<file path="src/service_port_pkg.sv">
// package with frame constants and carrier types for the service port uart
// Function
// RULE1: wired port uses fixed frame: 38.4 kbps, 7 data, even parity, 2 stop.
// RULE2: infrared port uses the same fixed frame as the wired port.
// RULE3: controller answers as unit 01; host addresses unit 01 with matching frame.
// RULE4: only one service path, infrared or wired, carries the link at a time.
// RULE5: infrared path usable only while the infrared-use setting is on; the code keeps it after turn-off until rx and tx are both idle.
// RULE6: infrared lamp lit while the setting is on, dark when off.
// RULE7: host should turn the infrared-use setting off after transfers.
// RULE8: characters with parity or stop-bit errors are discarded and flagged.
package service_port_pkg;
  localparam int unsigned CLK_HZ = 100000000;
  localparam int unsigned BAUD_BPS = 38400;
  localparam int unsigned BIT_CYC = (CLK_HZ + BAUD_BPS / 2) / BAUD_BPS;
  localparam int unsigned HALF_CYC = BIT_CYC / 2;
  localparam int unsigned DATA_BITS = 7;
  localparam int unsigned STOP_BITS = 2;
  localparam logic [7:0] UNIT_NO = 8'h01;
  localparam logic [11:0] CNT_RST = 12'h000;
  localparam logic [3:0] BIT_RST = 4'h0;

  typedef struct packed {
    logic valid;
    logic [6:0] data;
  } char_t;

  typedef struct packed {
    logic valid;
    logic par_err;
    logic stop_err;
  } rx_stat_t;
endpackage

</file>
<file path="src/service_port_uart.sv">
// service port uart with wired and infrared paths sharing one fixed frame
`timescale 1ns/1ps
module service_port_uart
  import service_port_pkg::*;
(
  input wire logic mclk_i,
  input wire logic nrst_i,
  input wire logic ir_enable_i,
  input wire logic wired_rxd_i,
  input wire logic ir_rxd_i,
  input wire service_port_pkg::char_t tx_char_i,
  output logic tx_ready_o,
  output logic wired_txd_o,
  output logic ir_txd_o,
  output service_port_pkg::char_t rx_char_o,
  output service_port_pkg::rx_stat_t rx_err_o,
  output logic infrared_link_lamp_o,
  output logic ir_active_o,
  output logic [7:0] unit_no_o
);
  typedef enum logic [3:0] {
    TX_IDLE = 4'b0001, TX_SHIFT = 4'b0010
  } tx_state_t;
  typedef enum logic [3:0] {
    RX_IDLE = 4'b0001, RX_SHIFT = 4'b0010
  } rx_state_t;

  localparam logic [11:0] BIT_C = 12'(BIT_CYC - 1);
  localparam logic [11:0] HALF_C = 12'(HALF_CYC - 1);
  // start + 7 data + parity + 2 stop
  localparam logic [3:0] FRAME_LEN = 4'(DATA_BITS + STOP_BITS + 2);
  // cycles spent shifting one whole frame
  localparam logic [15:0] FRAME_C = 16'(BIT_CYC * (DATA_BITS + STOP_BITS + 2));

  logic [1:0] wsync_q, isync_q, esync_q;
  logic [1:0] wsync_d, isync_d, esync_d;
  logic ir_sel_q, ir_sel_d;
  logic busy;
  always_comb begin
    wsync_d = {wsync_q[0], wired_rxd_i};
    isync_d = {isync_q[0], ir_rxd_i};
    esync_d = {esync_q[0], ir_enable_i};
    ir_sel_d = ir_sel_q;
    // path switches only between characters
    if (!busy) ir_sel_d = esync_q[1]; // RULE4 RULE5
  end
  always_ff @(posedge mclk_i) begin
    if (!nrst_i) begin
      wsync_q <= 2'h3;
      isync_q <= 2'h3;
      esync_q <= 2'h0;
      ir_sel_q <= 1'b0;
    end else begin
      wsync_q <= wsync_d;
      isync_q <= isync_d;
      esync_q <= esync_d;
      ir_sel_q <= ir_sel_d;
    end
  end

  // one shared receive line, selected path only
  logic rxd;
  assign rxd = ir_sel_q ? isync_q[1] : wsync_q[1]; // RULE4

  // transmitter
  tx_state_t tx_st_q, tx_st_d;
  logic [11:0] tx_cnt_q, tx_cnt_d;
  logic [3:0] tx_bit_q, tx_bit_d;
  logic [10:0] tx_sh_q, tx_sh_d;
  logic tx_line;
  always_comb begin
    tx_st_d = tx_st_q;
    tx_cnt_d = tx_cnt_q;
    tx_bit_d = tx_bit_q;
    tx_sh_d = tx_sh_q;
    unique case (tx_st_q)
      TX_IDLE: begin
        if (tx_char_i.valid) begin
          // stop, stop, even parity, data lsb first, start
          tx_sh_d = {2'b11, ^tx_char_i.data, tx_char_i.data, 1'b0}; // RULE1 RULE2
          tx_cnt_d = BIT_C;
          tx_bit_d = BIT_RST;
          tx_st_d = TX_SHIFT;
        end
      end
      TX_SHIFT: begin
        if (tx_cnt_q == CNT_RST) begin
          tx_cnt_d = BIT_C;
          tx_sh_d = {1'b1, tx_sh_q[10:1]};
          tx_bit_d = tx_bit_q + 4'h1;
          if (tx_bit_q == FRAME_LEN - 4'h1) tx_st_d = TX_IDLE;
        end else begin
          tx_cnt_d = tx_cnt_q - 12'h001;
        end
      end
      default: tx_st_d = TX_IDLE;
    endcase
  end
  assign tx_line = (tx_st_q == TX_SHIFT) ? tx_sh_q[0] : 1'b1;
  always_ff @(posedge mclk_i) begin
    if (!nrst_i) begin
      tx_st_q <= TX_IDLE;
      tx_cnt_q <= CNT_RST;
      tx_bit_q <= BIT_RST;
      tx_sh_q <= 11'h7FF;
      tx_ready_o <= 1'b0;
      wired_txd_o <= 1'b1;
      ir_txd_o <= 1'b1;
      infrared_link_lamp_o <= 1'b0;
      ir_active_o <= 1'b0;
      unit_no_o <= 8'h00;
    end else begin
      tx_st_q <= tx_st_d;
      tx_cnt_q <= tx_cnt_d;
      tx_bit_q <= tx_bit_d;
      tx_sh_q <= tx_sh_d;
      tx_ready_o <= (tx_st_d == TX_IDLE);
      wired_txd_o <= ir_sel_q ? 1'b1 : tx_line; // RULE4
      ir_txd_o <= ir_sel_q ? tx_line : 1'b1; // RULE5
      infrared_link_lamp_o <= esync_q[1]; // RULE6
      ir_active_o <= ir_sel_q;
      unit_no_o <= UNIT_NO; // RULE3
    end
  end

  // receiver
  rx_state_t rx_st_q, rx_st_d;
  logic [11:0] rx_cnt_q, rx_cnt_d;
  logic [3:0] rx_bit_q, rx_bit_d;
  logic [9:0] rx_sh_q, rx_sh_d;
  char_t rx_char_d;
  rx_stat_t rx_err_d;
  logic [9:0] fr;
  always_comb begin
    rx_st_d = rx_st_q;
    rx_cnt_d = rx_cnt_q;
    rx_bit_d = rx_bit_q;
    rx_sh_d = rx_sh_q;
    rx_char_d = '0;
    rx_err_d = '0;
    fr = {rxd, rx_sh_q[9:1]};
    unique case (rx_st_q)
      RX_IDLE: begin
        if (!rxd) begin
          rx_cnt_d = HALF_C;
          rx_bit_d = BIT_RST;
          rx_st_d = RX_SHIFT;
        end
      end
      RX_SHIFT: begin
        if (rx_cnt_q == CNT_RST) begin
          rx_cnt_d = BIT_C;
          rx_bit_d = rx_bit_q + 4'h1;
          if (rx_bit_q == 4'h0 && rxd) begin
            rx_st_d = RX_IDLE; // false start
          end else if (rx_bit_q != 4'h0) begin
            rx_sh_d = fr;
          end
          if (rx_bit_q == FRAME_LEN - 4'h1) begin
            rx_st_d = RX_IDLE;
            // fr: [9:8] stop, [7] parity, [6:0] data
            rx_err_d.par_err = ^fr[7:0]; // RULE8
            rx_err_d.stop_err = ~&fr[9:8]; // RULE8
            rx_err_d.valid = rx_err_d.par_err | rx_err_d.stop_err;
            rx_char_d.valid = ~rx_err_d.valid; // RULE8
            rx_char_d.data = rx_err_d.valid ? 7'h00 : fr[6:0];
          end
        end else begin
          rx_cnt_d = rx_cnt_q - 12'h001;
        end
      end
      default: rx_st_d = RX_IDLE;
    endcase
  end
  assign busy = (rx_st_q != RX_IDLE) || (tx_st_q != TX_IDLE);
  always_ff @(posedge mclk_i) begin
    if (!nrst_i) begin
      rx_st_q <= RX_IDLE;
      rx_cnt_q <= CNT_RST;
      rx_bit_q <= BIT_RST;
      rx_sh_q <= 10'h000;
      rx_char_o <= '0;
      rx_err_o <= '0;
    end else begin
      rx_st_q <= rx_st_d;
      rx_cnt_q <= rx_cnt_d;
      rx_bit_q <= rx_bit_d;
      rx_sh_q <= rx_sh_d;
      rx_char_o <= rx_char_d;
      rx_err_o <= rx_err_d;
    end
  end

  // cycle count of the frame in flight, for the length checks
  logic [15:0] tx_len_q, tx_len_d;
  always_comb begin
    tx_len_d = (tx_st_q == TX_SHIFT) ? tx_len_q + 16'h0001 : 16'h0000;
  end
  always_ff @(posedge mclk_i) begin
    if (!nrst_i) begin
      tx_len_q <= 16'h0000;
    end else begin
      tx_len_q <= tx_len_d;
    end
  end

  lamp_follows_a: assert property (@(posedge mclk_i) disable iff (!nrst_i) // RULE6
    esync_q[1] |=> infrared_link_lamp_o) else $error("lamp not lit");
  ir_idle_off_a: assert property (@(posedge mclk_i) disable iff (!nrst_i) // RULE5
    !ir_sel_q |=> ir_txd_o) else $error("ir driven while off");
  one_path_a: assert property (@(posedge mclk_i) disable iff (!nrst_i) // RULE4
    !(ir_active_o && !wired_txd_o)) else $error("both paths active");
  wired_quiet_a: assert property (@(posedge mclk_i) disable iff (!nrst_i) // RULE4
    ir_sel_q |=> wired_txd_o) else $error("wired driven in ir mode");
  start_bit_a: assert property (@(posedge mclk_i) disable iff (!nrst_i) // RULE1
    (tx_st_q == TX_IDLE && tx_char_i.valid) |=> ##1 !tx_line)
    else $error("no start bit");
  tx_len_a: assert property (@(posedge mclk_i) disable iff (!nrst_i) // RULE2
    (tx_st_q == TX_SHIFT && tx_st_d == TX_IDLE) |-> tx_len_q == FRAME_C - 16'h0001)
    else $error("frame length wrong");
  tx_no_hang_a: assert property (@(posedge mclk_i) disable iff (!nrst_i) // RULE1
    (tx_st_q == TX_SHIFT) |-> tx_len_q < FRAME_C)
    else $error("frame overruns");
  unit_no_a: assert property (@(posedge mclk_i) disable iff (!nrst_i) // RULE3
    $past(nrst_i) |-> unit_no_o == UNIT_NO) else $error("unit not 01");
  err_drop_a: assert property (@(posedge mclk_i) disable iff (!nrst_i) // RULE8
    rx_err_o.valid |-> !rx_char_o.valid) else $error("bad char passed");
  err_cause_a: assert property (@(posedge mclk_i) disable iff (!nrst_i) // RULE8
    rx_err_o.valid |-> (rx_err_o.par_err || rx_err_o.stop_err))
    else $error("error without cause");
endmodule

</file>
<file path="config.mk">
export PLATFORM = sky130hd
export DESIGN_NAME = service_port_uart
export DESIGN_NICKNAME = d
export VERILOG_FILES = /design/src/service_port_pkg.sv /design/src/service_port_uart.sv
export SDC_FILE = /design/constraint.sdc
export NUM_CORES = 1
export LEC_CHECK = 0
export ABC_AREA = 1
export CORE_UTILIZATION = 70
export CTS_BUF_LIST = sky130_fd_sc_hd__clkbuf_2
export CTS_CLUSTER_SIZE = 16
export DETAILED_ROUTE_END_ITERATION = 10
export DONT_BUFFER_PORTS = 1
export PLACE_DENSITY = 0.88
export SYNTH_ARGS = -nofsm -noshare
export SYNTH_HDL_FRONTEND = slang
export SYNTH_SLANG_ARGS = --single-unit
</file>
<file path="constraint.sdc">
create_clock -name mclk_i -period 2.7 [get_ports mclk_i]
set_clock_uncertainty 0.1 [all_clocks]
set_input_delay 0.27 -clock mclk_i [delete_from_list [all_inputs] [get_ports mclk_i]]
set_output_delay 0.27 -clock mclk_i [all_outputs]
set_load 0.02 [all_outputs]
</file>
==> impl_metrics.csv, run 1 <==
group,metric,value,unit
timing,finalCritPeriodShare,71.7,%
power_and_ir_drop,power_switching,0.000696,W
synthesis,synth_top_area_share,41.1,%
global_route,grt_max_degree,35,
routing,drc,0,
global_route,grt_util_all_layers,29.2,%
power_and_ir_drop,p_leak,2.13,nW
timing,grt_setup_unrepaired,"no",
worst_hold_path,hp-class,"in -> reg",
clock_tree,cts-root-buf,"clkbuf_2",
timing,fmax,0.516,GHz
synthesis,netlist_top_cells_count,"156 x nand2_1, 80 x dfxtp_1, 72 x inv_1",
synthesis,synth_cell_types,37,
setup_path,critPathArrivalTime,2.33,ns
synthesis,synthSimpleGateAreaFrac,34.0,%
die,io_pins,37,
power_and_ir_drop,sw_frac_of_total,30.8,%
power_and_ir_drop,design_power_total,0.00226,W
synthesis,ys_top_cells_by_area,"dfxtp_1 41%, nand2_1 15%, inv_1 6.9%, nor2_1 6.4%, nand3_1 4.9%",
synthesis,synth_top_family_by_area,"simple AND/OR/NAND/NOR gates",
run,drv_cap,0,
clock_tree,cts_tree,"done",
worst_hold_path,hp-start,"tx_char_i[6]",
timing,setup_viol,0,
final_layout,diodes,0,
clock_tree,cts_buffers,9,
global_route,antenna_found_initial,0,
synthesis,synth_compound_area_share,8.40,%
die,die_w,76.7,microns
setup_path,reg2reg_to,"tx_cnt_q[11]",
final_layout,drive_above_1_share,6.27,%
power_and_ir_drop,p_per_area,547,nW/um^2
synthesis,avgSynthCellArea,6.99,sq um
routing,wirelength,8190,microns
setup_path,critical_path.cell_chain,"inv_1 > ha_1 > nand2_1 > nor2_1 > nand3_1 > nand2_1 > buf_4 > inv_1 > nand3_1 > nand2_1 > inv_1",
routing,drt_iter0_drc,225,
global_route,grt.overflow.total,0,
clock_tree,cts.sinks,80,
timing,finalMaxSlewViolations,0,
routing,drt-pass1-iter-count,6,
worst_hold_path,min_to,"tx_sh_q[8]",
clock_tree,insertion_delay,0.54,ns
synthesis,synth_xor_area_share,3.37,%
clock_tree,cts_resized,0,
synthesis,syn-cell-area,3900,sq um
routing,routedWlPerCell,12.7,microns
power_and_ir_drop,vdd_drop_max,0.000333,V
setup_path,reg2reg_depth,11,
die,dieArea,5880,sq um
synthesis,synthArstFlopShare,0,%
place,dp_hpwl,5530,microns
die,die_h,76.7,microns
synthesis,yosys_warnings,0,
synthesis,yosysTopAreaCell,"dfxtp_1",
synthesis,synth_most_common_cell,"nand2_1",
power_and_ir_drop,intPower,0.00156,W
setup_path,crit_path_end_kind,"flop",
synthesis,synth-edff-count,0,
place,gp_congestion,0.875,
clock_tree,cts_buffer_depth,2,
global_route,grt_pass1_wl,13700,microns
timing,relSlewSlack,19.5,%
timing,setup_tns,0,ns
timing,hold_violations,0,
setup_path,ff2ff_setup_slack,0.76,ns
timing,timing.final.crit_period,1.94,ns
final_layout,area_delta_synth_final,5.90,%
routing,drtAntennaViolNets,0,
setup_path,cpPeakStageDelay,0.38,ns
setup_path,crit_required,3.10,ns
run_status,status,"completed",
place,port_buffers,0,
die,row_count,26,
global_route,grt_pass1_vias,3254,
setup_path,critical_path.max_fanout,21,
routing,vias,3482,
setup_path,critPathKind,"reg -> reg",
synthesis,yosys.area_share.adder,2.57,%
timing,tightest_slew,1.20,ns
synthesis,synthMuxAreaShare,0,%
die,start_util,74.5,%
synthesis,synth-seq-cells,80,
synthesis,synth_top_flop_cell,"dfxtp_1",
routing,routed_via_density,5.41,
setup_path,critPathSlowestCell,"dfxtp_1",
power_and_ir_drop,seq_power_share,55.8,%
power_and_ir_drop,p_comb_share,16.6,%
final_layout,final_net_count,592,
die,coreArea,5240,sq um
setup_path,r2r_start,"tx_cnt_q[0]",
worst_hold_path,hold_depth,7,
synthesis,synthCells,558,
setup_path,cp-start-kind,"flop",
power_and_ir_drop,pwr-share-clk,27.5,%
synthesis,seq_area_frac_synth,41.1,%
clock_tree,clkTransAtPathRegs,0.22,ns
clock_tree,cts_max_level,3,
## logic make-up after synthesis
group,count (synthesis)
and+or+nand+nor,297
buffers and inverters,94
DFF,80
AOI/OAI and AO/OA,63
xor gates and xnor gates,15
adders and majority gates,8
other,1
## worst max-delay path: cells and delay by family (launching register included)
kind | cells | cell delay (ns)
simple gates | 6 | 0.62
flops | 1 | 0.38
fa+ha+maj | 1 | 0.21
buf+inv | 4 | 0.58
## through the flow
stage	std cells	utilization, %	setup WS (ns)	hold WS [ns]	instance area, sq um
floorplan	566	-	1.15	0.198	3930
global placement	618	74.6	0.922	0.199	3910
detailed placement	618	74.6	0.850	0.199	3910
CTS	644	78.9	0.775	0.0137	4130
global route	644	78.9	0.620	0.0334	4130
finish	644	78.9	0.764	0.0361	4130
## area by class of cell
cell class / instances / area (sq um)
Multi-Input combinational cell: 392 / 1920
Sequential cell: 80 / 1600
Fill cell: 388 / 1110
Inverter: 73 / 274
Timing Repair Buffer: 15 / 143
Tap cell: 70 / 87.6
Clock inverter: 5 / 60.1
Clock buffer: 9 / 45.0
## flip-flops by register name, indices dropped and copies added, names as in the netlist
name	cells
rx_sh_q	9
esync_q	2
unit_no_o	1
rx_cnt_q	12
rx_st_q	2
tx_sh_q	9
infrared_link_lamp_o	1
rx_bit_q	4
tx_st_q	4
ir_active_o	1
isync_q	2
wsync_q	2
rx_err_o	3
tx_ready_o	1
ir_txd_o	1
rx_char_o	8
wired_txd_o	1
ir_sel_q	1
tx_cnt_q	12
tx_bit_q	4
## per-layer routing
layer  vias to the layer above  share of wire (%)  wire length, microns  global-route usage (%)
met2                        96                 53                  4300                    53.5
li1                       1747                  -                     -                       -
met3                        25                3.6                   299                    4.29
met4                         0                2.5                   201                    16.2
met1                      1614                 41                  3390                    32.2
met5                         -                  0                     0                       0
## repair_timing
action,in CTS,in global routing
setup endpoints to repair,0,0
buffers inserted,0,0
endpoints found under the hold margin,46,0
hold buffers,12,0
## worst max path at each step
stage | startpoint | endpoint | slack (ns) | cells after the start
finish | tx_cnt_q[0] | tx_cnt_q[11] | 0.76 | 11
global route | tx_cnt_q[0] | tx_cnt_q[11] | 0.62 | 11
CTS | tx_cnt_q[0] | tx_sh_q[0] | 0.77 | 10
detailed placement | tx_cnt_q[0] | tx_bit_q[0] | 0.85 | 10
global placement | tx_cnt_q[0] | tx_bit_q[1] | 0.92 | 10
floorplan | rx_cnt_q[0] | rx_sh_q[1] | 1.15 | 10
## power groups by stage
stage | sequential (W) | clock [W] | combinational, W
2_1_floorplan | 0.00128 | 0 | 0.000304
6_report | 0.00126 | 0.000622 | 0.000376
3_3_place_gp | 0.00128 | 0 | 0.000328
5_1_grt | 0.00127 | 0.000674 | 0.000422
4_1_cts | 0.00126 | 0.000627 | 0.000366
3_5_place_dp | 0.00128 | 0 | 0.000342
## layout by cell type (no fill, tap or decap), drive strengths merged, types with 9 or more instances in the layout
cell type    count
o21ai           29
clkbuf           9
dlygate4sd3     12
a21oi           28
inv             73
xor2            11
nor3             9
nand2          159
dfxtp           80
nand3           39
nor2            73
conb             9
Power figures use the tool's default switching activity.
==> run 2: changes to the inputs <==
- CORE_UTILIZATION: 70 -> 59
- PLACE_DENSITY: 0.88 -> 0.8
- clock period: 2.7 -> 1.6 ns (I/O delays scaled with it)
==> run 2 against run 1 <==
- sequential cell count unchanged
- cell count up 6.2%
- clock power increased by 53%
- count of clock-buffer cells in the layout unchanged
- first-iteration DRC count is 18% lower
- worst hold slack better by 0.12 ns
- core utilization down 7.0 points
- sequential share of layout area decreased by 3.6 points
- power rose by 71%
- largest cell class unchanged
- critical path depth fell by 2
==> impl_metrics.csv, run 2 (same netlist as run 1, synthesis figures left out) <==
group,metric,value,unit
run_status,status,"completed",
place,dp_hpwl,5340,microns
clock_tree,clkTransAtPathRegs,0.23,ns
global_route,grt_pass1_vias,3338,
routing,drt_iter0_drc,184,
global_route,grt_util_all_layers,23.9,%
power_and_ir_drop,intPower,0.00260,W
die,row_count,29,
power_and_ir_drop,vdd_drop_max,0.000723,V
worst_hold_path,hp-class,"in -> reg",
global_route,grt_use_met2,44.5,%
routing,drtAntennaViolNets,0,
global_route,grt_pass1_wl,13700,microns
clock_tree,cts_max_level,3,
timing,holdWs,0.156,ns
setup_path,critPathSlowestCell,"dfxtp_2",
clock_tree,cts_tree,"done",
run,drv_cap,0,
die,io_pins,37,
timing,finalCritPeriodShare,99.2,%
final_layout,n_fill_cell,479,
timing,timing.final.crit_period,1.59,ns
global_route,grt.overflow.total,0,
power_and_ir_drop,p_leak,2.30,nW
clock_tree,cts.sinks,80,
routing,drt-pass1-iter-count,4,
setup_path,path_delay_family,"simple AND/OR/NAND/NOR gates",
die,die_w,83.3,microns
global_route,grt_max_degree,36,
timing,fmax,0.630,GHz
global_route,antenna_found_initial,0,
power_and_ir_drop,p_per_area,848,nW/um^2
die,die_h,83.3,microns
die,coreArea,6350,sq um
routing,drc,0,
power_and_ir_drop,power_switching,0.00127,W
final_layout,most-common-layout-cells,"151 x nand2_1, 76 x dfxtp_1, 63 x inv_1",
routing,vias,3597,
global_route,grt_busiest_layer,"met2",
setup_path,cpPeakStageDelay,0.37,ns
setup_path,critical_path.cell_chain,"inv_2 > ha_4 > inv_2 > nor2_4 > nand2_4 > nor2_8 > buf_12 > nand4_4 > nor3_1",
setup_path,ff2ff_setup_slack,0.01,ns
setup_path,critPathKind,"reg -> reg",
clock_tree,insertion_delay,0.53,ns
setup_path,path_buf_inv,3,
routing,routedWlPerCell,12.2,microns
die,start_util,61.4,%
setup_path,crit_path_end_kind,"flop",
timing,setup_viol,0,
global_route,met1_usage,26.5,%
setup_path,crit_required,1.96,ns
setup_path,crit_top_cell,"inv_2",
setup_path,critPathArrivalTime,1.94,ns
die,dieArea,6940,sq um
clock_tree,cts_buffers,9,
final_layout,layout_commonest_cell,"nand2_1",
setup_path,critical_path.max_fanout,6,
final_layout,final_net_count,623,
timing,hold_violations,0,
final_layout,drive_above_1_share,17.3,%
timing,finalMaxSlewViolations,0,
clock_tree,cts_buffer_depth,2,
timing,setup_tns,0,ns
final_layout,area_delta_synth_final,17.0,%
place,gp_congestion,0.874,
power_and_ir_drop,p_comb_share,20.4,%
global_route,met3_usage,5.96,%
final_layout,diodes,0,
final_layout,reg_top3,"rx_cnt_q: 12 flops, tx_cnt_q: 12 flops",
place,port_buffers,0,
routing,routed_via_density,5.26,
clock_tree,cts-root-buf,"clkbuf_2",
power_and_ir_drop,pwr-share-clk,24.6,%
power_and_ir_drop,seq_power_share,54.9,%
timing,grt_setup_unrepaired,"yes",
power_and_ir_drop,sw_frac_of_total,32.7,%
routing,wirelength,8350,microns
setup_path,cp-start-kind,"flop",
run 2: cell count changes in the layout (fill, tap and decap cells not counted), sizes merged:
| cell | delta |
|---|---|
| clkinvlp | +3 |
| nand4 | +1 |
| inv | +2 |
| bufinv | -1 |
| clkinv | -2 |
| buf | +30 |
run 2: stage by stage:
stage / setup WS [ns] / utilization (%) / area (sq um) / total power [W] / instances
final: 0.0132 / 71.9 / 4560 / 0.00387 / 684
after global routing: -0.0784 / 71.9 / 4560 / 0.00410 / 684
after CTS: 0.00785 / 68.6 / 4360 / 0.00381 / 673
after detailed placement: -0.124 / 64.0 / 4060 / 0.00278 / 643
after global placement: 0.00756 / 64.0 / 4060 / 0.00276 / 643
after floorplan: 0.0526 / - / 3930 / 0.00267 / 566
run 2: power by group through the flow:
stage | Sequential [W] | Combinational, W | Clock (W)
3_3_place_gp | 0.00216 | 0.000596 | 0
3_5_place_dp | 0.00216 | 0.000619 | 0
4_1_cts | 0.00213 | 0.000696 | 0.000988
2_1_floorplan | 0.00215 | 0.000512 | 0
5_1_grt | 0.00214 | 0.000880 | 0.00108
6_report | 0.00213 | 0.000790 | 0.000953
run 2: final cells by class:
type	count	area, sq um	area share (%)
Timing Repair Buffer	45	417	9.13
Clock inverter	7	53.8	1.18
Sequential cell	80	1610	35.2
Multi-Input combinational cell	393	2060	45.2
Clock buffer	9	45.0	0.987
Inverter	73	280	6.14
Tap cell	77	96.3	2.11
run 2: worst paths after layout:
check | cells past startpoint | end | start
max | 9 | rx_char_o[0] | rx_cnt_q[0]
min | 3 | esync_q[0] | ir_enable_i
max reg2reg | 9 | rx_char_o[0] | rx_cnt_q[0]
min reg2reg | 2 | infrared_link_lamp_o | esync_q[1]
run 2: tightest hold or removal path, cell delays in order:
cell,delay [ns]
dlygate4sd3_1,0.52
nand2_1,0.05
inv_1,0.04
run 2: repair_timing:
item | 4_1_cts | 5_1_grt
pin swaps | 4 | 10
resized for setup | 15 | 34
endpoints found under the hold margin | 76 | 0
buffers inserted | 1 | 10
gates cloned | 0 | 1
hold buffers | 13 | 0
endpoints found under the setup margin | 34 | 58
run 2: layer usage:
layer / vias to the layer above / part of all wire (%)
met5: - / 0
met1: 1668 / 41
met3: 13 / 4.9
li1: 1825 / -
met4: 0 / 1.2
met2: 91 / 52
